### src/hdl/tdm_pkg.sv
package tdm_pkg;

    // ****************
    // register selects on the processor port
    // ****************
    localparam logic [1:0] SEL_ADDR  = 2'h0;
    localparam logic [1:0] SEL_BUF   = 2'h1;
    localparam logic [1:0] SEL_LINES = 2'h2;

    // ****************
    // read-line and buffer register fields
    // ****************
    localparam int LN_TIMER  = 15;
    localparam int LN_CHSEL  = 14;
    localparam int LN_BTE    = 13;
    localparam int LN_GAP    = 12;
    localparam int LN_PAR    = 8;
    localparam int BUF_PAR   = 8;
    localparam int BUF_HI_LO = 9;

    // ****************
    // reset values
    // ****************
    localparam logic [15:0] ADDR_RST = 16'h0000;
    localparam logic [1:0]  EXT_RST  = 2'h0;
    localparam logic [8:0]  BUF_RST  = 9'h000;
    localparam logic        CHSEL_RST = 1'b0;

    // ****************
    // timing
    // ****************
    localparam int CLK_PERIOD_NS   = 10;
    localparam int TIMER_PERIOD_US = 100;
    localparam int TIMER_HALF_CYC  = (TIMER_PERIOD_US * 1000 / 2) / CLK_PERIOD_NS;

    // ****************
    // types
    // ****************
    typedef enum logic [2:0] {
        ST_IDLE = 3'b001,
        ST_REQ  = 3'b010,
        ST_BUS  = 3'b100
    } tdm_state_e;

    typedef struct packed {
        logic       gapShutdown;
        logic       readStrobe;
        logic       writeStrobe;
        logic       isCrc;
        logic       isLrc;
        logic       isEof;
        logic       parity;
        logic [7:0] data;
    } tdm_tape_s;

    typedef struct packed {
        logic [17:0] addr;
        logic [15:0] wdata;
        logic        byteWrite;
        logic        wordRead;
    } tdm_bus_s;

endpackage : tdm_pkg

### src/hdl/tdm_char_dma.sv
`timescale 1ns/1ns
// Functional notes
// RQ1 - software writes address bits 15..1; all 16 bits drive transfers
// RQ2 - memory address is two extended bits above the 16-bit register
// RQ3 - software loads first byte address before starting a command
// RQ4 - address increments by one right after each memory access
// RQ5 - after a record the address is one past its last character
// RQ6 - extended bits take the carry out of the 16-bit address
// RQ7 - on late grant or missing memory the address stays at failure
// RQ8 - buffer read bits 15..9 show character bits 7..1
// RQ9 - buffer bit 8 is tape parity, never written to memory
// RQ10 - nine-channel parity valid only after CRC with final select set
// RQ11 - transport makes parity; device drives even or odd polarity
// RQ12 - buffer bits 7..0 stage bytes both to and from tape
// RQ13 - final select one loads LRC; zero blocks it, keeping CRC
// RQ14 - after end-of-file buffer is zero if select set, else the mark
// RQ15 - one byte per bus cycle, alternating low and high byte lanes
// RQ16 - timer bit 15 is a 100 us square wave at half duty
// RQ17 - writing bit 13 sets ready and forces a premature gap shutdown
// RQ18 - bit 12 shows gap shutdown; bits 11..9 read zero
// RQ19 - bits 8..0 zero after good operation; a one flags a channel
// RQ20 - bits 7..0 are channels 0..7, cleared on read unless in error
// RQ21 - read strobe loads buffer, requests, then byte write to memory
// RQ22 - write strobe requests, then a read cycle fetches one byte
module tdm_char_dma #(
    parameter int unsigned TIMER_HALF_CYC = tdm_pkg::TIMER_HALF_CYC
) (
    input  wire logic              sys_clk,
    input  wire logic              rst,
    input  wire logic [1:0]        regSel,
    input  wire logic              regWr,
    input  wire logic              regRd,
    input  wire logic [15:0]       regWdata,
    output logic [15:0]            regRdata,
    input  wire logic              extLoad,
    input  wire logic [1:0]        extIn,
    output logic [1:0]             extAddr,
    input  wire logic              evenParitySel,
    input  wire logic              controllerReady,
    output logic                   readySetPulse,
    input  wire logic              nineChannel,
    input  wire tdm_pkg::tdm_tape_s tapePins,
    output logic [7:0]             tapeWdata,
    output logic                   tapeParEven,
    output logic                   forceGap,
    output logic                   badTape,
    output logic                   parityValid,
    output logic                   dmaReq,
    input  wire logic              busGrant,
    input  wire logic              busDone,
    input  wire logic              busLateGrant,
    input  wire logic              busNoMem,
    input  wire logic [15:0]       busRdata,
    output tdm_pkg::tdm_bus_s      busOut,
    output logic                   dmaErr
);

    // ****************
    // pin synchroniser, three stages
    // ****************
    tdm_pkg::tdm_tape_s s1_ff, s2_ff, s3_ff;
    logic               rdLvl_ff, wrLvl_ff;

    always_ff @(posedge sys_clk or posedge rst)
    begin
        if (rst)
        begin
            s1_ff <= '0;
            s2_ff <= '0;
            s3_ff <= '0;
            rdLvl_ff <= 1'b0;
            wrLvl_ff <= 1'b0;
        end
        else
        begin
            s1_ff <= tapePins;
            s2_ff <= s1_ff;
            s3_ff <= s2_ff;
            if (s2_ff.readStrobe == s3_ff.readStrobe)
                rdLvl_ff <= s3_ff.readStrobe;
            if (s2_ff.writeStrobe == s3_ff.writeStrobe)
                wrLvl_ff <= s3_ff.writeStrobe;
        end
    end

    // a strobe counts once stages two and three agree on the new level
    wire        rdRise  = s2_ff.readStrobe & s3_ff.readStrobe & ~rdLvl_ff;
    wire        wrRise  = s2_ff.writeStrobe & s3_ff.writeStrobe & ~wrLvl_ff;
    wire        gapPin  = s2_ff.gapShutdown & s3_ff.gapShutdown;
    wire [8:0]  tapeChr = {s2_ff.parity, s2_ff.data};
    wire        isCrc   = s2_ff.isCrc;
    wire        isLrc   = s2_ff.isLrc;
    wire        isEof   = s2_ff.isEof;
    wire        isData  = ~(isCrc | isLrc | isEof);

    // ****************
    // registers and state
    // ****************
    tdm_pkg::tdm_state_e state_ff, nxt_state;
    logic [15:0] addr_ff;
    logic [1:0]  ext_ff;
    logic [8:0]  buf_ff;
    logic        toMem_ff;
    logic        charSel_ff;
    logic        bteArm_ff;
    logic        forcedGap_ff;
    logic        readySet_ff;
    logic        badTape_ff;
    logic        dmaErr_ff;
    logic        crcSeen_ff;
    logic        lrcSeen_ff;
    logic [8:0]  lineAcc_ff;
    logic [15:0] rdata_ff;
    logic [15:0] busWdata_ff;
    logic [7:0]  tapeW_ff;
    logic        timerBit;

    tdm_timer #(
        .HALF_CYC (TIMER_HALF_CYC)
    ) u_timer (
        .sys_clk  (sys_clk),
        .rst      (rst),
        .timerBit (timerBit)
    );

    // ****************
    // decode
    // ****************
    wire         idle      = (state_ff == tdm_pkg::ST_IDLE);
    wire         inReq     = (state_ff == tdm_pkg::ST_REQ);
    wire         inBus     = (state_ff == tdm_pkg::ST_BUS);
    wire         wrAddr    = regWr && (regSel == tdm_pkg::SEL_ADDR);
    wire         wrLines   = regWr && (regSel == tdm_pkg::SEL_LINES);
    wire         rdLines   = regRd && (regSel == tdm_pkg::SEL_LINES);
    wire         accessOk  = inBus && busDone && !busNoMem;
    wire         accessBad = (inReq && busLateGrant) || (inBus && busNoMem);
    wire [17:0]  fullAddr  = {ext_ff, addr_ff};
    wire [17:0]  incAddr   = fullAddr + 18'h00001;
    wire         gapActive = gapPin | forcedGap_ff;
    wire         rdLoad    = idle && rdRise;
    wire         loadBuf   = rdLoad && !(isLrc && !charSel_ff);
    wire [8:0]   loadVal   = (isEof && charSel_ff) ? 9'h000 : tapeChr;
    wire [7:0]   fetched   = addr_ff[0] ? busRdata[15:8] : busRdata[7:0];
    wire         lineErr   = lrcSeen_ff && (lineAcc_ff != 9'h000);
    wire [15:0]  lineWord  = {timerBit, charSel_ff, 1'b0, gapActive, 3'b000, lineAcc_ff};
    wire [15:0]  bufWord   = {buf_ff[7:1], buf_ff[tdm_pkg::BUF_PAR], buf_ff[7:0]};

    // ****************
    // transfer sequencer
    // ****************
    always_comb
    begin
        nxt_state = state_ff;
        case (state_ff)
            tdm_pkg::ST_IDLE:
            begin
                if ((rdRise && isData) || wrRise)
                    nxt_state = tdm_pkg::ST_REQ; // RQ21 RQ22
            end
            tdm_pkg::ST_REQ:
            begin
                if (busLateGrant)
                    nxt_state = tdm_pkg::ST_IDLE;
                else if (busGrant)
                    nxt_state = tdm_pkg::ST_BUS;
            end
            tdm_pkg::ST_BUS:
            begin
                if (busDone || busNoMem)
                    nxt_state = tdm_pkg::ST_IDLE;
            end
            default:
                nxt_state = tdm_pkg::ST_IDLE;
        endcase
    end

    always_ff @(posedge sys_clk or posedge rst)
    begin
        if (rst)
        begin
            state_ff <= tdm_pkg::ST_IDLE;
            toMem_ff <= 1'b0;
        end
        else
        begin
            state_ff <= nxt_state;
            if (idle && (rdRise || wrRise))
                toMem_ff <= rdRise;
        end
    end

    // ****************
    // transfer address with extended bits
    // ****************
    // each software load wins over the increment of its own bits in the same cycle
    always_ff @(posedge sys_clk or posedge rst)
    begin
        if (rst)
        begin
            addr_ff <= tdm_pkg::ADDR_RST;
            ext_ff  <= tdm_pkg::EXT_RST;
        end
        else
        begin
            if (wrAddr)
                addr_ff[15:1] <= regWdata[15:1]; // RQ1
            else if (accessOk)
                addr_ff <= incAddr[15:0]; // RQ4 RQ5
            if (extLoad)
                ext_ff <= extIn;
            else if (accessOk)
                ext_ff <= incAddr[17:16]; // RQ6
        end
    end

    // ****************
    // character buffer
    // ****************
    always_ff @(posedge sys_clk or posedge rst)
    begin
        if (rst)
        begin
            buf_ff      <= tdm_pkg::BUF_RST;
            busWdata_ff <= 16'h0000;
            tapeW_ff    <= 8'h00;
            crcSeen_ff  <= 1'b0;
        end
        else
        begin
            if (loadBuf)
            begin
                buf_ff      <= loadVal; // RQ12 RQ13 RQ14
                busWdata_ff <= {loadVal[7:0], loadVal[7:0]}; // RQ9
            end
            else if (accessOk && !toMem_ff)
            begin
                buf_ff[7:0] <= fetched; // RQ12 RQ15
                tapeW_ff    <= fetched;
            end
            if (rdLoad)
                crcSeen_ff <= isCrc;
        end
    end

    // ****************
    // read lines: gap, bad tape, longitudinal check
    // ****************
    // the forced gap lasts until the next command drops ready
    always_ff @(posedge sys_clk or posedge rst)
    begin
        if (rst)
        begin
            charSel_ff   <= tdm_pkg::CHSEL_RST;
            bteArm_ff    <= 1'b0;
            forcedGap_ff <= 1'b0;
            readySet_ff  <= 1'b0;
            badTape_ff   <= 1'b0;
            dmaErr_ff    <= 1'b0;
        end
        else
        begin
            readySet_ff <= wrLines && regWdata[tdm_pkg::LN_BTE]; // RQ17
            badTape_ff  <= rdRise && gapActive;
            dmaErr_ff   <= accessBad; // RQ7
            if (wrLines)
                charSel_ff <= regWdata[tdm_pkg::LN_CHSEL];
            if (wrLines && regWdata[tdm_pkg::LN_BTE])
                bteArm_ff <= 1'b1;
            else if (forcedGap_ff && !controllerReady)
                bteArm_ff <= 1'b0;
            if (bteArm_ff && controllerReady)
                forcedGap_ff <= 1'b1; // RQ17
            else if (!controllerReady)
                forcedGap_ff <= 1'b0;
        end
    end

    // a fresh character wins over a clear by a read in the same cycle
    always_ff @(posedge sys_clk or posedge rst)
    begin
        if (rst)
        begin
            lineAcc_ff <= 9'h000;
            lrcSeen_ff <= 1'b0;
        end
        else
        begin
            if (rdLoad)
            begin
                lineAcc_ff <= lineAcc_ff ^ tapeChr; // RQ19 RQ20
                lrcSeen_ff <= isLrc | lrcSeen_ff;
            end
            else if (rdLines && !lineErr)
            begin
                lineAcc_ff <= 9'h000; // RQ20
                lrcSeen_ff <= 1'b0;
            end
        end
    end

    // ****************
    // processor read port
    // ****************
    wire [15:0] rdMux = (regSel == tdm_pkg::SEL_ADDR)  ? {addr_ff[15:1], 1'b0} :
                        (regSel == tdm_pkg::SEL_BUF)   ? bufWord : // RQ8 RQ9
                        (regSel == tdm_pkg::SEL_LINES) ? lineWord : // RQ16 RQ18
                        16'h0000;

    always_ff @(posedge sys_clk or posedge rst)
    begin
        if (rst)
            rdata_ff <= 16'h0000;
        else if (regRd)
            rdata_ff <= rdMux;
    end

    // ****************
    // outputs
    // ****************
    assign regRdata       = rdata_ff;
    assign extAddr        = ext_ff;
    assign readySetPulse  = readySet_ff;
    assign tapeWdata      = tapeW_ff;
    assign tapeParEven    = evenParitySel; // RQ11
    assign forceGap       = forcedGap_ff;
    assign badTape        = badTape_ff;
    assign parityValid    = nineChannel && crcSeen_ff && charSel_ff; // RQ10
    assign dmaReq         = inReq;
    assign dmaErr         = dmaErr_ff;
    assign busOut.addr      = fullAddr; // RQ2
    assign busOut.wdata     = busWdata_ff;
    assign busOut.byteWrite = inBus && toMem_ff;
    assign busOut.wordRead  = inBus && !toMem_ff;

    // ****************
    // checks
    // ****************
    logic [15:0] sinceFlip_ff;
    logic        timerLast_ff;

    always_ff @(posedge sys_clk or posedge rst)
    begin
        if (rst)
        begin
            sinceFlip_ff <= 16'h0000;
            timerLast_ff <= 1'b0;
        end
        else
        begin
            timerLast_ff <= timerBit;
            sinceFlip_ff <= (timerBit != timerLast_ff) ? 16'h0001 : sinceFlip_ff + 16'h0001;
        end
    end

    property p_inc;
        @(posedge sys_clk) disable iff (rst)
        (accessOk && !wrAddr && !extLoad) |=> (fullAddr == $past(incAddr));
    endproperty
    a_inc: assert property (p_inc) else $error("address not advanced by one"); // RQ4

    property p_carry;
        @(posedge sys_clk) disable iff (rst)
        (accessOk && addr_ff == 16'hffff && !wrAddr && !extLoad)
            |=> (addr_ff == 16'h0000) && (ext_ff == $past(ext_ff) + 2'h1);
    endproperty
    a_carry: assert property (p_carry) else $error("carry missed extended bits"); // RQ6

    property p_errHold;
        @(posedge sys_clk) disable iff (rst)
        (accessBad && !wrAddr && !extLoad) |=> $stable(fullAddr) && dmaErr;
    endproperty
    a_errHold: assert property (p_errHold) else $error("address moved on error"); // RQ7

    property p_lane;
        @(posedge sys_clk) disable iff (rst)
        busOut.byteWrite |-> (busOut.wdata[7:0] == buf_ff[7:0]) && (busOut.wdata[15:8] == buf_ff[7:0]);
    endproperty
    a_lane: assert property (p_lane) else $error("byte lane data wrong"); // RQ15

    property p_request;
        @(posedge sys_clk) disable iff (rst)
        (idle && rdRise && isData) |=> dmaReq ##0 busOut.addr == $past(fullAddr);
    endproperty
    a_request: assert property (p_request) else $error("read strobe gave no request"); // RQ21

    property p_fetch;
        @(posedge sys_clk) disable iff (rst)
        (busOut.wordRead && busDone && !busNoMem)
            |=> (tapeWdata == ($past(fullAddr[0]) ? $past(busRdata[15:8]) : $past(busRdata[7:0])));
    endproperty
    a_fetch: assert property (p_fetch) else $error("fetched byte not staged"); // RQ22

    property p_lrcBlock;
        @(posedge sys_clk) disable iff (rst)
        (rdLoad && isLrc && !charSel_ff) |=> $stable(buf_ff);
    endproperty
    a_lrcBlock: assert property (p_lrcBlock) else $error("blocked LRC entered buffer"); // RQ13

    property p_eofZero;
        @(posedge sys_clk) disable iff (rst)
        (rdLoad && isEof && charSel_ff) |=> (buf_ff == 9'h000);
    endproperty
    a_eofZero: assert property (p_eofZero) else $error("end-of-file not zeroed"); // RQ14

    property p_timer;
        @(posedge sys_clk) disable iff (rst)
        (timerBit != timerLast_ff) |-> (sinceFlip_ff == 16'(TIMER_HALF_CYC));
    endproperty
    a_timer: assert property (p_timer) else $error("timer half period wrong"); // RQ16

    property p_clear;
        @(posedge sys_clk) disable iff (rst)
        (rdLines && !lineErr && !rdLoad) |=> (lineAcc_ff == 9'h000);
    endproperty
    a_clear: assert property (p_clear) else $error("read lines not cleared"); // RQ20

    property p_bte;
        @(posedge sys_clk) disable iff (rst)
        (wrLines && regWdata[tdm_pkg::LN_BTE]) |=> readySetPulse ##1 (!controllerReady || forceGap);
    endproperty
    a_bte: assert property (p_bte) else $error("bad tape forcer inactive"); // RQ17

    c_readXfer:  cover property (@(posedge sys_clk) disable iff (rst) busOut.byteWrite && busDone);
    c_writeXfer: cover property (@(posedge sys_clk) disable iff (rst) busOut.wordRead && busDone);
    c_error:     cover property (@(posedge sys_clk) disable iff (rst) accessBad);
    c_carry:     cover property (@(posedge sys_clk) disable iff (rst) accessOk && addr_ff == 16'hffff);

endmodule : tdm_char_dma

### src/hdl/tdm_timer.sv
`timescale 1ns/1ns
module tdm_timer #(
    parameter int unsigned HALF_CYC = 5000
) (
    input  wire logic sys_clk,
    input  wire logic rst,
    output logic      timerBit
);

    // ****************************************
    // square wave, one flip per half period
    // ****************************************
    logic [15:0] cnt_ff;
    logic        timer_ff;
    wire         wrap = (cnt_ff == 16'(HALF_CYC - 1));

    always_ff @(posedge sys_clk or posedge rst)
    begin
        if (rst)
        begin
            cnt_ff   <= 16'h0000;
            timer_ff <= 1'b0;
        end
        else if (wrap)
        begin
            cnt_ff   <= 16'h0000;
            timer_ff <= ~timer_ff;
        end
        else
        begin
            cnt_ff <= cnt_ff + 16'h0001;
        end
    end

    assign timerBit = timer_ff;

endmodule : tdm_timer

### config.mk
export PLATFORM = sky130hd
export DESIGN_NAME = tdm_char_dma
export DESIGN_NICKNAME = d
export VERILOG_FILES = /design/src/hdl/tdm_pkg.sv /design/src/hdl/tdm_char_dma.sv /design/src/hdl/tdm_timer.sv
export SDC_FILE = /design/constraint.sdc
export NUM_CORES = 1
export LEC_CHECK = 0
export BUFFER_PORTS_ARGS = -buffer_cell sky130_fd_sc_hd__buf_2
export CAP_MARGIN = 0
export CORE_MARGIN = 2
export CORE_UTILIZATION = 58
export DETAILED_ROUTE_END_ITERATION = 8
export GPL_TIMING_DRIVEN = 0
export PLACE_DENSITY = 0.93
export SKIP_CTS_REPAIR_TIMING = 1
export SLEW_MARGIN = 0
export SYNTH_ARGS = -nofsm -noshare
export SYNTH_HDL_FRONTEND = slang
export SYNTH_SLANG_ARGS = --single-unit
### constraint.sdc
create_clock -name sys_clk -period 8.29 [get_ports sys_clk]
set_clock_uncertainty 0.15 [all_clocks]
set_input_delay 1.658 -clock sys_clk [delete_from_list [all_inputs] [get_ports sys_clk]]
set_output_delay 1.658 -clock sys_clk [all_outputs]
set_load 0.02 [all_outputs]
* Yosys cells after proc, flatten, opt, wreduce, memory -nomap -nowiden
Index checks and enable logic that the tools add are counted.
** Word-level totals
- Bits in registers :: 140
- Bits in latches :: 0
- RAM bits :: 0
- ROM bits :: 0
- Input bits :: 63
- Output and inout port bits :: 69
- Memories :: 0
** Cells by class
- $add $sub $neg :: 2
- Multiply operators :: 0
- Div/mod/pow operators :: 0
- $lt $le $gt $ge :: 0
- Eq/ne operators :: 12
- Shift-type cells :: 0
- Multiplexer cells :: 25
- Bitwise logic cells :: 16
- Reduce and logical (&&, ||, !) cells :: 44
** Operators by type and width (number)
- $mux 16 :: 5
- $mux 9 :: 3
- $logic_and 1x1->1 :: 24
- $mux 8 :: 3
- $add 18x1->18 const B :: 1
- $add 16x1->16 const B :: 1
- $eq 16x13->1 const B :: 1
- $mux 15 :: 1
- $mux 3 :: 4
- $reduce_bool 2->1 :: 5
- $pmux 3 s3 :: 1
- $reduce_bool 9->1 :: 1
- $xor 9x9->9 :: 1
- $logic_not 1->1 :: 6
- $mux 1 :: 6
- $ne 2x1->1 const B :: 3
- $not 1->1 :: 6
- $and 1x1->1 :: 5
- $logic_or 1x1->1 :: 4
- $mux 2 :: 2
- $or 1x1->1 :: 4
- $reduce_and 2->1 :: 2
- $eq 3x1->1 const B :: 1
- $eq 3x2->1 const B :: 1
- other kinds (7) :: 8

* Logic depth before layout (Yosys ltp)
- Depth in word-level cells :: 7
- Gate-level depth with buffers :: 6
- Depth with buffers taken out :: 5

* By module
From an unflattened synthesis, not the netlist that was laid out.
** Unflattened totals
- Cell total of the unflattened synthesis :: 548
- Area total of the unflattened synthesis :: 5938.2 um2
** By module, submodules not included
- tdm_char_dma :: instances 1, cells an instance 472, area each 5089.9 um2, seq. area each 2879.0 um2
- tdm_timer :: instances 1, cells an instance 76, area each 848.3 um2, seq. area each 425.4 um2

* Worst setup path before layout
Ideal clock, no wire load.
- Path type :: input port to output port
- Start point :: input nineChannel
- End point :: output parityValid
- Arrival :: 1.911 ns
- Data required time :: 6.482 ns
- Setup slack :: 4.571 ns
- Stages on the path :: 1
- Path through :: and3_1
** On the way
- Longest elaborated chain between the ends :: 2
** Ends and longest elaborated chain
- start, declared :: RTL line tdm_char_dma.sv:41 : input wire logic nineChannel,
- $logic_and 1x1->1 (2 in series) :: RTL line tdm_char_dma.sv:327 : assign parityValid = nineChannel && crcSeen_ff && charSel_ff;
- end, declared :: RTL line tdm_char_dma.sv:47 : output logic parityValid,
No other way between the ends.

* Worst setup path in the final report
Ends and elaborated chain as after synthesis.

==> reports/metrics.yaml <==
critical_path:
  reg2reg_slack_ns: 5.52
  crit_path_start: "nineChannel"
  critPathArrivalTime_ns: 2.07
  cp-end-kind: "output port"
  critPathSlowestCell: "and3_1"
  critical_path.startpoint_type: "primary input"
  worstPathMaxFanout: 1
  rr_worst_depth: 5
  path_common_cell: "buf_2"
  crit_required_ns: 6.48
  slowest_delay_ns: 0.16
  reg2reg_to: "buf_ff[6]"
  reg2reg_from: "state_ff[0]"
  worstSetupEndpoint: "parityValid"
  crit_type: "in2out"
  crit_path_cell_trace: "buf_2 > and3_1 > buf_2"
drt:
  post_drt_wl_per_cell_um: 18.5
  drc: 0
  drt_iter0_drc: 531
  vias: 4937
  drt-total-wl_mm: 15.5
  viasPerCell: 5.88
  first_pass_iters: 6
  ant_nets: 0
timing:
  hold_viol: 0
  fin_crit_sh: 0.468
  setup_ws_ns: 4.41
  period_needed_ns: 3.88
  drv_slew: 0
  tightestPinTransition_ns: 0.962
  setup_viol_count_final: 0
  fin_tns_setup_ns: 0
  max_freq_ghz: 0.258
  hold_slack_ns: 0.199
  rsz0062_at_grt: "no"
  slew_headroom: 0.357
power:
  p_total_mw: 2.13
  switching_share: 0.348
  p_seq_frac: 0.414
  leakagePower_nw: 3.48
  p_sw_mw: 0.740
  p_int_mw: 1.39
  comb_power_share: 0.249
  max-vdd-ir-drop_v: 0.000144
  clkPwrFrac: 0.337
  power_density_nw_per_um2: 294
floorplanning:
  die-area_um2: 10900
  row_count: 36
  die_h_um: 104
  start_util: 0.597
  dieWidth_um: 104
  core-area_um2: 9770
  io_pins: 132
logic_synthesis:
  synth_cells: 547
  synth_top_flop_cell: "dfrtp_1"
  syn_area_per_cell_um2: 10.7
  ys_seq_area_frac: 0.567
  async_reset_ff_frac: 1.00
  ys_seq_elements: 132
  synth.distinct_cells: 51
  syn-num-nets: 614
  synth_top_area_share: 0.562
  yosys-top-cells-count: "dfrtp_1 (131), nand2_1 (65), nor2_1 (45), nand3_1 (37)"
  netlist_area_um2: 5830
  synthTopCellsByArea: "dfrtp_1 (56%), mux2i_1 (4.6%), nand2_1 (4.2%)"
  ys.warnings.count: 0
  synth_top_area_cell: "dfrtp_1"
  synth_edf_count: 0
  yosysMostFrequentCell: "dfrtp_1"
flow_run:
  maxCapViolCount: 0
outcome:
  status: "complete, no violations"
global_routing:
  grt_overflow: 0
  grt_start_max_net_pins: 94
  antenna_found_initial: 0
  grt_pass1_wl_mm: 25.1
  grt_pass1_vias: 5016
  grt_usage: 0.295
placed_design:
  placed_cells: 809
  port_buffers: 128
  place.gp.congestion: 0.908
  dp_slack_ns: 4.42
  dp_hpwl_mm: 10.5
  place_area_um2: 6670
clock_tree:
  cts.path.max_buffers: 2
  cts_tree: "yes"
  clock_latency_ns: 0.52
  clk_pin_slew_worst_paths_ns: 0.06
  cts_made_buffers: 17
  htree_levels: 4
  cts_sinks: 132
  cts_root_buf: "clkbuf_8"
hold_path:
  hold_class: "reg2reg"
  hp-start: "s1_ff[9]"
final_layout:
  syn2layout_area_growth_pct: 24.2
  nNetsFinal: 762
  finalInstanceArea_um2: 7240
  finalNonFillerCells: 840
  post-route-util: 0.741
  drive_above_1_share: 0.273
  antenna_cells: 0
==> layout make-up <==
type	instances	area [µm²]
flip-flops and latches	132	3300
fillers	606	2530
multi-input cells	368	2290
repair buffers	129	668
clock buffers	18	428
plain buffers	33	189
well taps	133	166
clock inverters	13	143
inverters	14	57.6
==> metal layers <==
layer,GRT usage,vias up,part of all wire
li1,-,2189,-
met1,0.352,2355,0.38
met2,0.481,325,0.49
met3,0.0909,68,0.085
met4,0.155,0,0.042
met5,0,-,0
==> worst min path at each step <==
stage,cells after the start,slack (ns),endpoint
floorplan,0,0.18,isCrc
global placement,0,0.18,s2_ff[7]
detailed placement,0,0.19,isLrc
CTS,0,0.20,isEof
global route,0,0.20,isEof
finish,0,0.20,isEof
==> worst max-delay path: cells and delay by family <==
| kind | cells | cell delay, ns |
|---|---|---|
| AND/OR/NAND/NOR | 1 | 0.16 |
| buffers and inverters | 2 | 0.24 |
==> logic make-up after synthesis <==
logic type,share of synthesized area
compound gates,0.0832
xor+xnor,0.0466
fa+ha+maj,0.00858
buf+inv,0.0414
flops,0.567
mux,0.0541
simple gates,0.200
==> sequential cells by signal (all words and copies together) (netlist names), 8 cells and up <==
| register | cells |
|---|---|
| busWdata_ff | 8 |
| regRdata | 16 |
| u_timer.cnt_ff | 16 |
| tapeWdata | 8 |
| buf_ff | 9 |
| s2_ff | 12 |
| addr_ff | 16 |
| s1_ff | 15 |
| lineAcc_ff | 9 |
==> power by group through the flow <==
stage	Clock (mW)	Combinational, mW	Sequential (mW)
after CTS	0.718	0.526	0.875
after global routing	0.748	0.567	0.891
after floorplan	0	0.285	0.918
after global placement	0	0.484	0.874
after detailed placement	0	0.510	0.880
final	0.717	0.530	0.881
==> placed cells by master (no fill, tap or decap), drive strengths merged, types with 5 or more instances in the layout <==
cell	synthesis	layout
a2bb2oi	8	8
dfrtp	131	131
xor2	17	17
nor2	45	45
nor4	11	11
and3	5	5
buf	20	149
clkbuf	13	31
nand3b	6	6
o21a	10	10
nor3	11	11
mux2i	27	27
a21oi	27	27
nor3b	6	6
and4	5	5
xnor2	14	14
a31oi	5	5
nand2	65	65
o21ai	16	16
and2	7	7
inv	14	20
nand3	37	37
nand2b	11	11
No activity file was read; power rests on OpenSTA's default activity.
